$ cat src/rtl/wake_regs_pkg.sv
package wake_regs_pkg;
    // Register indices; byte address is four times the index
    localparam logic [9:0]  IDX_P0_MASK0    = 10'h134;
    localparam logic [9:0]  IDX_P0_MASK1    = 10'h136;
    localparam logic [9:0]  IDX_P0_MASK2    = 10'h138;
    localparam logic [9:0]  IDX_P0_MASK3    = 10'h13a;
    localparam logic [9:0]  IDX_DETECT_EN   = 10'h13c;
    localparam logic [9:0]  IDX_P1_CRC_LO   = 10'h140;
    localparam logic [9:0]  IDX_P1_CRC_HI   = 10'h142;
    localparam logic [9:0]  IDX_P1_MASK0    = 10'h144;
    localparam logic [9:0]  IDX_P1_MASK1    = 10'h146;
    localparam logic [9:0]  IDX_P1_MASK2    = 10'h148;
    localparam logic [9:0]  IDX_P1_MASK3    = 10'h14a;
    localparam logic [9:0]  IDX_EVT_STATUS  = 10'h14c;
    localparam logic [9:0]  IDX_EVT_CLEAR   = 10'h14e;
    localparam logic [9:0]  IDX_P2_CRC_LO   = 10'h150;
    localparam logic [9:0]  IDX_P2_CRC_HI   = 10'h152;
    localparam logic [9:0]  IDX_EVT_ENABLE  = 10'h15c;
    // Field layout and reset values
    localparam int          NUM_PATTERNS    = 3;
    localparam logic [15:0] RESET_WORD      = 16'h0000;
    localparam logic [2:0]  RESET_FLAGS     = 3'h0;
    localparam logic [6:0]  WINDOW_BYTES    = 7'h40;
    localparam logic [6:0]  COUNT_RESET     = 7'h00;
    // Ethernet CRC, bit-reflected form
    localparam logic [31:0] CRC_INIT        = 32'hffffffff;
    localparam logic [31:0] CRC_POLY        = 32'hedb88320;
    localparam logic [31:0] CRC_FINAL_XOR   = 32'hffffffff;
endpackage

$ cat src/rtl/wake_frame_mask_crc_regs.sv
`timescale 1ns/100ps
`default_nettype none
module wake_frame_mask_crc_regs (
    input  wire logic        clk_i,                  // Core clock, 50 MHz
    input  wire logic        rst_i,                  // Synchronous reset, high
    input  wire logic [11:0] adr_i,                  // Wishbone byte address
    input  wire logic [31:0] dat_i,                  // Wishbone write data
    input  wire logic [3:0]  sel_i,                  // Wishbone byte selects
    input  wire logic        we_i,                   // Wishbone write
    input  wire logic        cyc_i,                  // Wishbone cycle
    input  wire logic        stb_i,                  // Wishbone strobe
    output logic [31:0]      dat_o,                  // Wishbone read data
    output logic             ack_o,                  // Wishbone acknowledge
    input  wire logic        rx_valid_i,             // Received byte strobe
    input  wire logic [7:0]  rx_data_i,              // Received byte
    input  wire logic        rx_last_i,              // Last byte of frame
    input  wire logic [31:0] pattern0_expected_crc_i,// Slot 0 CRC from neighbour bank
    input  wire logic [63:0] pattern2_mask_i,        // Slot 2 masks from neighbour bank
    output logic [2:0]       wake_hit_o,             // Per-slot match pulse
    output logic             irq_o                   // Level interrupt
);
    ////////////////////////////////////////////////////////////////////////////////
    // Storage
    // Flops only, addressed by word
    logic [15:0] p0_mask_q [4];        // Slot 0 mask words
    logic [15:0] p1_mask_q [4];        // Slot 1 mask words
    logic [15:0] p1_crc_lo_q;          // Slot 1 CRC bits 15-0
    logic [15:0] p1_crc_hi_q;          // Slot 1 CRC bits 31-16
    logic [15:0] p2_crc_lo_q;          // Slot 2 CRC bits 15-0
    logic [15:0] p2_crc_hi_q;          // Slot 2 CRC bits 31-16
    logic [2:0]  detect_en_q;          // Per-slot detect enable
    logic [2:0]  evt_status_q;         // Sticky match flags
    logic [2:0]  evt_enable_q;         // Interrupt enables
    logic        ack_q;                // Bus acknowledge
    logic [31:0] rdata_q;              // Registered read data
    logic [31:0] rdata_d;              // Read mux
    logic [6:0]  byte_cnt_q;           // Bytes seen in frame, saturating
    logic [9:0]  idx;                  // Register index from address
    logic        wr_take;              // Write commits this edge
    logic        in_window;            // Byte falls in the first 64
    logic        frame_end;            // Last byte strobe
    logic [63:0] mask_vec  [3];        // Full mask per slot
    logic [31:0] crc_vec   [3];        // Expected CRC per slot
    logic [2:0]  byte_sel;             // Per-slot byte select
    logic [2:0]  hit;                  // Per-slot match pulse

    // Merge a 16-bit register with the low two byte lanes
    // Upper lanes are ignored
    function automatic logic [15:0] lane_merge(input logic [15:0] old,
                                               input logic [31:0] wd,
                                               input logic [3:0]  be);
        logic [15:0] r;
        r = old;
        if (be[0]) begin
            r[7:0] = wd[7:0];
        end
        if (be[1]) begin
            r[15:8] = wd[15:8];
        end
        return r;
    endfunction

    ////////////////////////////////////////////////////////////////////////////////
    // Wishbone slave
    assign idx     = adr_i[11:2];
    // Write lands on the edge where the master sees ack
    // so a held request writes once
    assign wr_take = cyc_i && stb_i && we_i && ack_q;

    // One-cycle ack, dropped the cycle after; every address answers
    // Fixed latency keeps the master simple
    always_ff @(posedge clk_i) begin
        if (rst_i) begin
            ack_q <= 1'b0;
        end else begin
            ack_q <= cyc_i && stb_i && !ack_q;
        end
    end

    // Reads have no side effects
    // Read mux; unmapped and write-only read as zero
    always_comb begin
        rdata_d = 32'h0000_0000;
        unique case (idx)
            wake_regs_pkg::IDX_P0_MASK0:   rdata_d[15:0] = p0_mask_q[0];
            wake_regs_pkg::IDX_P0_MASK1:   rdata_d[15:0] = p0_mask_q[1];
            wake_regs_pkg::IDX_P0_MASK2:   rdata_d[15:0] = p0_mask_q[2];
            wake_regs_pkg::IDX_P0_MASK3:   rdata_d[15:0] = p0_mask_q[3];
            wake_regs_pkg::IDX_DETECT_EN:  rdata_d[2:0]  = detect_en_q;
            wake_regs_pkg::IDX_P1_CRC_LO:  rdata_d[15:0] = p1_crc_lo_q;
            wake_regs_pkg::IDX_P1_CRC_HI:  rdata_d[15:0] = p1_crc_hi_q;
            wake_regs_pkg::IDX_P1_MASK0:   rdata_d[15:0] = p1_mask_q[0];
            wake_regs_pkg::IDX_P1_MASK1:   rdata_d[15:0] = p1_mask_q[1];
            wake_regs_pkg::IDX_P1_MASK2:   rdata_d[15:0] = p1_mask_q[2];
            wake_regs_pkg::IDX_P1_MASK3:   rdata_d[15:0] = p1_mask_q[3];
            wake_regs_pkg::IDX_EVT_STATUS: rdata_d[2:0]  = evt_status_q;
            wake_regs_pkg::IDX_P2_CRC_LO:  rdata_d[15:0] = p2_crc_lo_q;
            wake_regs_pkg::IDX_P2_CRC_HI:  rdata_d[15:0] = p2_crc_hi_q;
            wake_regs_pkg::IDX_EVT_ENABLE: rdata_d[2:0]  = evt_enable_q;
            default:                       rdata_d = 32'h0000_0000;
        endcase
    end

    // Read data captured with the ack
    always_ff @(posedge clk_i) begin
        if (rst_i) begin
            rdata_q <= 32'h0000_0000;
        end else if (cyc_i && stb_i && !ack_q) begin
            rdata_q <= rdata_d;
        end
    end

    assign ack_o = ack_q;
    assign dat_o = rdata_q;

    ////////////////////////////////////////////////////////////////////////////////
    // Mask registers
    // Lanes merge per byte select
    always_ff @(posedge clk_i) begin
        if (rst_i) begin
            for (int i = 0; i < 4; i++) begin
                p0_mask_q[i] <= wake_regs_pkg::RESET_WORD;
                p1_mask_q[i] <= wake_regs_pkg::RESET_WORD;
            end
        end else if (wr_take) begin
            unique case (idx)
                wake_regs_pkg::IDX_P0_MASK0: p0_mask_q[0] <= lane_merge(p0_mask_q[0], dat_i, sel_i);
                wake_regs_pkg::IDX_P0_MASK1: p0_mask_q[1] <= lane_merge(p0_mask_q[1], dat_i, sel_i);
                wake_regs_pkg::IDX_P0_MASK2: p0_mask_q[2] <= lane_merge(p0_mask_q[2], dat_i, sel_i);
                wake_regs_pkg::IDX_P0_MASK3: p0_mask_q[3] <= lane_merge(p0_mask_q[3], dat_i, sel_i);
                wake_regs_pkg::IDX_P1_MASK0: p1_mask_q[0] <= lane_merge(p1_mask_q[0], dat_i, sel_i);
                wake_regs_pkg::IDX_P1_MASK1: p1_mask_q[1] <= lane_merge(p1_mask_q[1], dat_i, sel_i);
                wake_regs_pkg::IDX_P1_MASK2: p1_mask_q[2] <= lane_merge(p1_mask_q[2], dat_i, sel_i);
                wake_regs_pkg::IDX_P1_MASK3: p1_mask_q[3] <= lane_merge(p1_mask_q[3], dat_i, sel_i);
                default: ;  // Other registers
            endcase
        end
    end

    ////////////////////////////////////////////////////////////////////////////////
    // Expected CRC registers
    // Halves land apart; disable slot to update
    always_ff @(posedge clk_i) begin
        if (rst_i) begin
            p1_crc_lo_q <= wake_regs_pkg::RESET_WORD;
            p1_crc_hi_q <= wake_regs_pkg::RESET_WORD;
            p2_crc_lo_q <= wake_regs_pkg::RESET_WORD;
            p2_crc_hi_q <= wake_regs_pkg::RESET_WORD;
        end else if (wr_take) begin
            unique case (idx)
                wake_regs_pkg::IDX_P1_CRC_LO: p1_crc_lo_q <= lane_merge(p1_crc_lo_q, dat_i, sel_i);
                wake_regs_pkg::IDX_P1_CRC_HI: p1_crc_hi_q <= lane_merge(p1_crc_hi_q, dat_i, sel_i);
                wake_regs_pkg::IDX_P2_CRC_LO: p2_crc_lo_q <= lane_merge(p2_crc_lo_q, dat_i, sel_i);
                wake_regs_pkg::IDX_P2_CRC_HI: p2_crc_hi_q <= lane_merge(p2_crc_hi_q, dat_i, sel_i);
                default: ;  // Other registers
            endcase
        end
    end

    ////////////////////////////////////////////////////////////////////////////////
    // Enables: detect and interrupt
    // Flag bits live in lane 0 only
    always_ff @(posedge clk_i) begin
        if (rst_i) begin
            detect_en_q  <= wake_regs_pkg::RESET_FLAGS;
            evt_enable_q <= wake_regs_pkg::RESET_FLAGS;
        end else if (wr_take && sel_i[0]) begin
            if (idx == wake_regs_pkg::IDX_DETECT_EN) begin
                detect_en_q <= dat_i[2:0];
            end
            if (idx == wake_regs_pkg::IDX_EVT_ENABLE) begin
                evt_enable_q <= dat_i[2:0];
            end
        end
    end

    // Sticky flags; a match in the clear cycle survives
    // Set wins so no match is lost
    always_ff @(posedge clk_i) begin
        if (rst_i) begin
            evt_status_q <= wake_regs_pkg::RESET_FLAGS;
        end else if (wr_take && sel_i[0] && idx == wake_regs_pkg::IDX_EVT_CLEAR) begin
            evt_status_q <= (evt_status_q & ~dat_i[2:0]) | hit;
        end else begin
            evt_status_q <= evt_status_q | hit;
        end
    end

    assign irq_o      = |(evt_status_q & evt_enable_q);
    assign wake_hit_o = hit;

    ////////////////////////////////////////////////////////////////////////////////
    // Receive byte position
    // Count is zero based: 0 is byte 1
    assign frame_end = rx_valid_i && rx_last_i;
    assign in_window = byte_cnt_q < wake_regs_pkg::WINDOW_BYTES;

    // Counter saturates at 64 so long frames never wrap into the mask
    // Only the last byte restarts it
    always_ff @(posedge clk_i) begin
        if (rst_i) begin
            byte_cnt_q <= wake_regs_pkg::COUNT_RESET;
        end else if (rx_valid_i) begin
            if (rx_last_i) begin
                byte_cnt_q <= wake_regs_pkg::COUNT_RESET;
            end else if (in_window) begin
                byte_cnt_q <= byte_cnt_q + 7'h01;
            end
        end
    end

    // Mask word n bit b selects byte 16n+b+1
    // Slot 0 CRC, slot 2 masks: neighbour bank
    assign mask_vec[0] = {p0_mask_q[3], p0_mask_q[2], p0_mask_q[1], p0_mask_q[0]};
    assign mask_vec[1] = {p1_mask_q[3], p1_mask_q[2], p1_mask_q[1], p1_mask_q[0]};
    assign mask_vec[2] = pattern2_mask_i;
    assign crc_vec[0]  = pattern0_expected_crc_i;
    assign crc_vec[1]  = {p1_crc_hi_q, p1_crc_lo_q};
    assign crc_vec[2]  = {p2_crc_hi_q, p2_crc_lo_q};

    ////////////////////////////////////////////////////////////////////////////////
    // One matcher per slot
    // Slots share the bytes, not the state
    for (genvar s = 0; s < wake_regs_pkg::NUM_PATTERNS; s++) begin : g_slot
        // Bytes 17-64 index words 1-3 the same way
        assign byte_sel[s] = in_window && mask_vec[s][byte_cnt_q[5:0]];
        wake_pattern_matcher u_match (
            .clk_i          (clk_i),
            .rst_i          (rst_i),
            .enable_i       (detect_en_q[s]),
            .byte_valid_i   (rx_valid_i),
            .byte_data_i    (rx_data_i),
            .byte_select_i  (byte_sel[s]),
            .frame_end_i    (frame_end),
            .expected_crc_i (crc_vec[s]),
            .hit_o          (hit[s])
        );
    end
endmodule // wake_frame_mask_crc_regs
`default_nettype wire

$ cat src/rtl/wake_pattern_matcher.sv
`timescale 1ns/100ps
`default_nettype none
// One pattern slot: masked CRC accumulation and end-of-frame compare
module wake_pattern_matcher (
    input  wire logic        clk_i,           // Core clock
    input  wire logic        rst_i,           // Synchronous reset, high
    input  wire logic        enable_i,        // Slot detect enable
    input  wire logic        byte_valid_i,    // Received byte strobe
    input  wire logic [7:0]  byte_data_i,     // Received byte
    input  wire logic        byte_select_i,   // Byte chosen by mask
    input  wire logic        frame_end_i,     // Byte is last of frame
    input  wire logic [31:0] expected_crc_i,  // Software expected CRC
    output logic             hit_o            // One-cycle match pulse
);
    logic [31:0] crc_q;   // Running CRC
    logic [31:0] crc_d;   // CRC after this byte
    logic        hit_q;   // Registered match

    // Bitwise serial CRC over one byte, LSB first
    function automatic logic [31:0] crc_byte(input logic [31:0] c, input logic [7:0] d);
        logic [31:0] r;
        r = c;
        for (int i = 0; i < 8; i++) begin
            r = (r >> 1) ^ (wake_regs_pkg::CRC_POLY & {32{r[0] ^ d[i]}});
        end
        return r;
    endfunction

    // Only masked bytes advance the CRC
    always_comb begin
        crc_d = byte_select_i ? crc_byte(crc_q, byte_data_i) : crc_q;
    end

    // Accumulator restarts every frame and while disabled
    always_ff @(posedge clk_i) begin
        if (rst_i || !enable_i) begin
            crc_q <= wake_regs_pkg::CRC_INIT;
        end else if (byte_valid_i) begin
            crc_q <= frame_end_i ? wake_regs_pkg::CRC_INIT : crc_d;
        end
    end

    // Compare at frame end against this slot's own value
    always_ff @(posedge clk_i) begin
        if (rst_i) begin
            hit_q <= 1'b0;
        end else begin
            hit_q <= enable_i && byte_valid_i && frame_end_i
                     && ((crc_d ^ wake_regs_pkg::CRC_FINAL_XOR) == expected_crc_i);
        end
    end

    assign hit_o = hit_q;
endmodule // wake_pattern_matcher
`default_nettype wire

$ cat config.mk
export PLATFORM = sky130hd
export DESIGN_NAME = wake_frame_mask_crc_regs
export DESIGN_NICKNAME = d
export VERILOG_FILES = /design/src/rtl/wake_regs_pkg.sv /design/src/rtl/wake_frame_mask_crc_regs.sv /design/src/rtl/wake_pattern_matcher.sv
export SDC_FILE = /design/constraint.sdc
export NUM_CORES = 1
export LEC_CHECK = 0
export ABC_AREA = 1
export BUFFER_PORTS_ARGS = -buffer_cell sky130_fd_sc_hd__buf_2
export CAP_MARGIN = 20
export CORE_MARGIN = 5
export CORE_UTILIZATION = 34
export CTS_CLUSTER_SIZE = 24
export DETAILED_ROUTE_END_ITERATION = 8
export HOLD_SLACK_MARGIN = 0.02
export PLACE_DENSITY = 0.56
export SETUP_SLACK_MARGIN = 0.05
export SYNTH_ARGS = -nofsm -noshare
export SYNTH_HDL_FRONTEND = slang
export SYNTH_SLANG_ARGS = --single-unit
$ cat constraint.sdc
create_clock -name clk_i -period 4.1 [get_ports clk_i]
set_input_delay 1.23 -clock clk_i [delete_from_list [all_inputs] [get_ports clk_i]]
set_output_delay 1.23 -clock clk_i [all_outputs]
set_load 0.02 [all_outputs]
==> run summary <==
Leak -> 11.5 nW
Die Ht -> 258 µm
Antenna Diode Count -> 0
busiest layer in global routing -> met2
met3 usage -> 2.68%
fraction of layout cells with a size suffix above 1 -> 10.7%
Req. time, crit path -> 4610 ps
EDFF count, synth -> 128
Worst-Margin Slew -> 970 ps
met2 usage -> 35.9%
slew margin rel. -> 35.2%
All-Layer GR Usage -> 22.4%
initial antenna violation count -> 0
nets@finish -> 3344
Worst setup SP type -> flip-flop
status -> finished clean
Worst R2R Path Depth -> 19
Post-CTS Resized -> 0
met1 GRT Util -> 31.6%
CTS Buffer Depth -> 3
# rows -> 91
TritonCTS Buffers -> 41
largest net degree at the start of global routing -> 149
total gr overflow -> 0
ys async rst share -> 0%
TritonCTS clock tree -> done
worst hold path class -> reg -> reg
CTS clk-pin slew, worst paths -> 60 ps
hpwl dp -> 56.2 mm
top-count cell post-synth -> nand2_1
final worst setup slack -> 683 ps
max-slew violation count -> 0
Worst Setup EP -> g_slot[0].u_match.hit_o
Worst Skew -> 30.7 ps
Critical R2R Launch -> byte_cnt_q[0]
minimum clock period -> 3420 ps
DRT Pass-1 Iters -> 6
Skew-Pair Late Insertion Delay -> 600 ps
Synth Flop Type -> dfxtp_1
area grow syn2layout -> 14.6%
hold buffers post-CTS -> 0
fin crit share -> 83.3%
Post-Syn Instances -> 3061
post-CTS setup buffers -> 0
Final setup viols -> 0
VDD IR max -> 0.264 mV
vias in the first global route -> 18900
top-area cell type share of the netlist area -> 18.8%
Fin Hold WS -> 462 ps
RSZ-0062 raised after global routing -> no
Die ar. -> 66600 µm²
Syn Std Cell Area -> 20900 µm²
WL/cell -> 19.5 µm
Root Buffer -> clkbuf_16
DP Area -> 22600 µm²
Die Wd -> 258 µm
first-pass GRT wire length -> 116 mm
#FFs+latches synth -> 324
Finished Cell Area -> 24000 µm²
Synth Area per Inst -> 6.84 µm²
post-detailed-route count of antenna-violating nets -> 0
main area contributors after synthesis -> dfxtp_1 (19%), edfxtp_1 (18%), nand2_1 (16%), nand3_1 (6.9%), inv_1 (6.1%)
Via density -> 5.16
sequential share of the synthesized area -> 37.1%
number of library cell types mapped by synthesis -> 47
maximum clock frequency -> 293 MHz
top cells by instance count after synthesis -> nand2_1 (917), inv_1 (338), nor2_1 (309)
GPL Wtd Cong -> 0.931
CP Capture Type -> flip-flop
pre-CTS WS -> 381 ps
routed wire length -> 78.0 mm
Crit Path Max Fanout -> 78
R2R Setup Slk -> 680 ps
Ports -> 196
core area -> 61400 µm²
pwr dens -> 365 nW/µm²
TritonCTS Sinks -> 324
# DRC -> 0
Util after Layout -> 39.1%
via count -> 20700
CP arrival -> 3930 ps
max-cap violation count -> 0
Post-Route Setup TNS -> 0 ps
Port Buffer Count -> 159
final hold violations -> 0
Setup Crit Path Kind -> reg -> reg
H-Tree Depth -> 2
Critical R2R Capture -> g_slot[0].u_match.hit_o
Starting Density -> 34.1%
dominant cell type by area after synthesis -> dfxtp_1
critical path startpoint -> byte_cnt_q[0]
initial drt markers -> 2080
Ys Warns -> 0
-- placed cells by master (no fill, tap or decap), drive strengths merged, types with 3 or more instances in the layout --
| cell type | instances |
|---|---|
| xor2 | 138 |
| nand2 | 937 |
| o22ai | 59 |
| inv | 349 |
| conb | 16 |
| nand4 | 10 |
| nor4 | 3 |
| clkinv | 14 |
| buf | 238 |
| a21oi | 98 |
| bufinv | 7 |
| o21ai | 123 |
| nand3b | 20 |
| dfxtp | 196 |
| clkbuf | 53 |
| edfxtp | 128 |
| o211ai | 104 |
| xnor2 | 36 |
| or2 | 3 |
| a211oi | 20 |
| nor3 | 12 |
| a221oi | 31 |
| nand3 | 290 |
| o31ai | 11 |
| nor2 | 309 |
-- stage by stage --
step                cells  total power [mW]
CTS                  4007              8.79
detailed placement   3931              4.88
global route         4007              9.06
global placement     3931              4.88
finish               4007              8.75
floorplan            3076              4.46
-- how the worst min path moves through the flow --
stage,cells after the start,endpoint,from
2_1_floorplan,2,evt_status_q[0],g_slot[0].u_match.hit_o
3_3_place_gp,2,dat_o[13],dat_o[13]
3_5_place_dp,2,dat_o[14],dat_o[14]
4_1_cts,2,dat_o[14],dat_o[14]
5_1_grt,2,dat_o[5],dat_o[5]
6_report,2,dat_o[13],dat_o[13]
-- routing by layer --
layer  part of all wire (%)  routed length, µm  vias up
met5                      0                  0        -
met4                    3.3               2560        0
met3                    6.9               5390      123
met2                     45              35400      772
met1                     44              34700     9584
li1                       -                  -    10200
-- logic make-up (layout without fill, tap and decap cells) --
logic type	count (synthesis)	in the layout	synth area share (%)
simple gates	1584	1584	31.1
xor+xnor	176	176	7.91
buf+inv	521	662	10.2
fa+ha+maj	1	1	0.0598
flops	324	324	37.1
other cells	1	16	0.0179
compound gates	454	454	13.5
-- registers in the layout, indices dropped and copies added, names as in the netlist --
register              flops
ack_o                     1
byte_cnt_q                7
dat_o                    16
detect_en_q               3
evt_enable_q              3
evt_status_q              3
g_slot.u_match.crc_q     96
g_slot.u_match.hit_o      3
p0_mask_q                64
p1_crc_hi_q              16
p1_crc_lo_q              16
p1_mask_q                64
p2_crc_hi_q              16
p2_crc_lo_q              16
-- critical path, cell delays in order, from the launching register on --
cell and delay [ps]:
dfxtp_4 360, inv_4 620, nand2_1 100, nand2_1 90, nand2_1 50, nand3_1 110
nand3_1 130, nand2_1 130, nand3_1 120, nand2_2 200, nand2_4 310, nand2_1 190
nand2_1 90, nand2_1 60, nand2_1 50, nor2_1 150, nand2_1 60, nor2_1 120
nand3_1 190, nor2_1 160
-- power breakdown --
| part | internal (mW) | leakage (nW) | switching (mW) |
|---|---|---|---|
| Clock | 2.35 | 0.700 | 1.57 |
| Sequential | 3.38 | 2.92 | 0.0195 |
| Combinational | 0.446 | 7.90 | 0.981 |
| Total | 6.18 | 11.5 | 2.57 |
-- area by class of cell --
| cell class | instances | area, µm² |
|---|---|---|
| well taps | 790 | 988 |
| clock inverters | 23 | 348 |
| clock buffers | 53 | 1090 |
| multi-input cells | 2231 | 11100 |
| repair buffers | 238 | 1400 |
| fillers | 6562 | 37400 |
| inverters | 348 | 1310 |
| flip-flops and latches | 324 | 7770 |
Power figures use the tool's default switching activity.
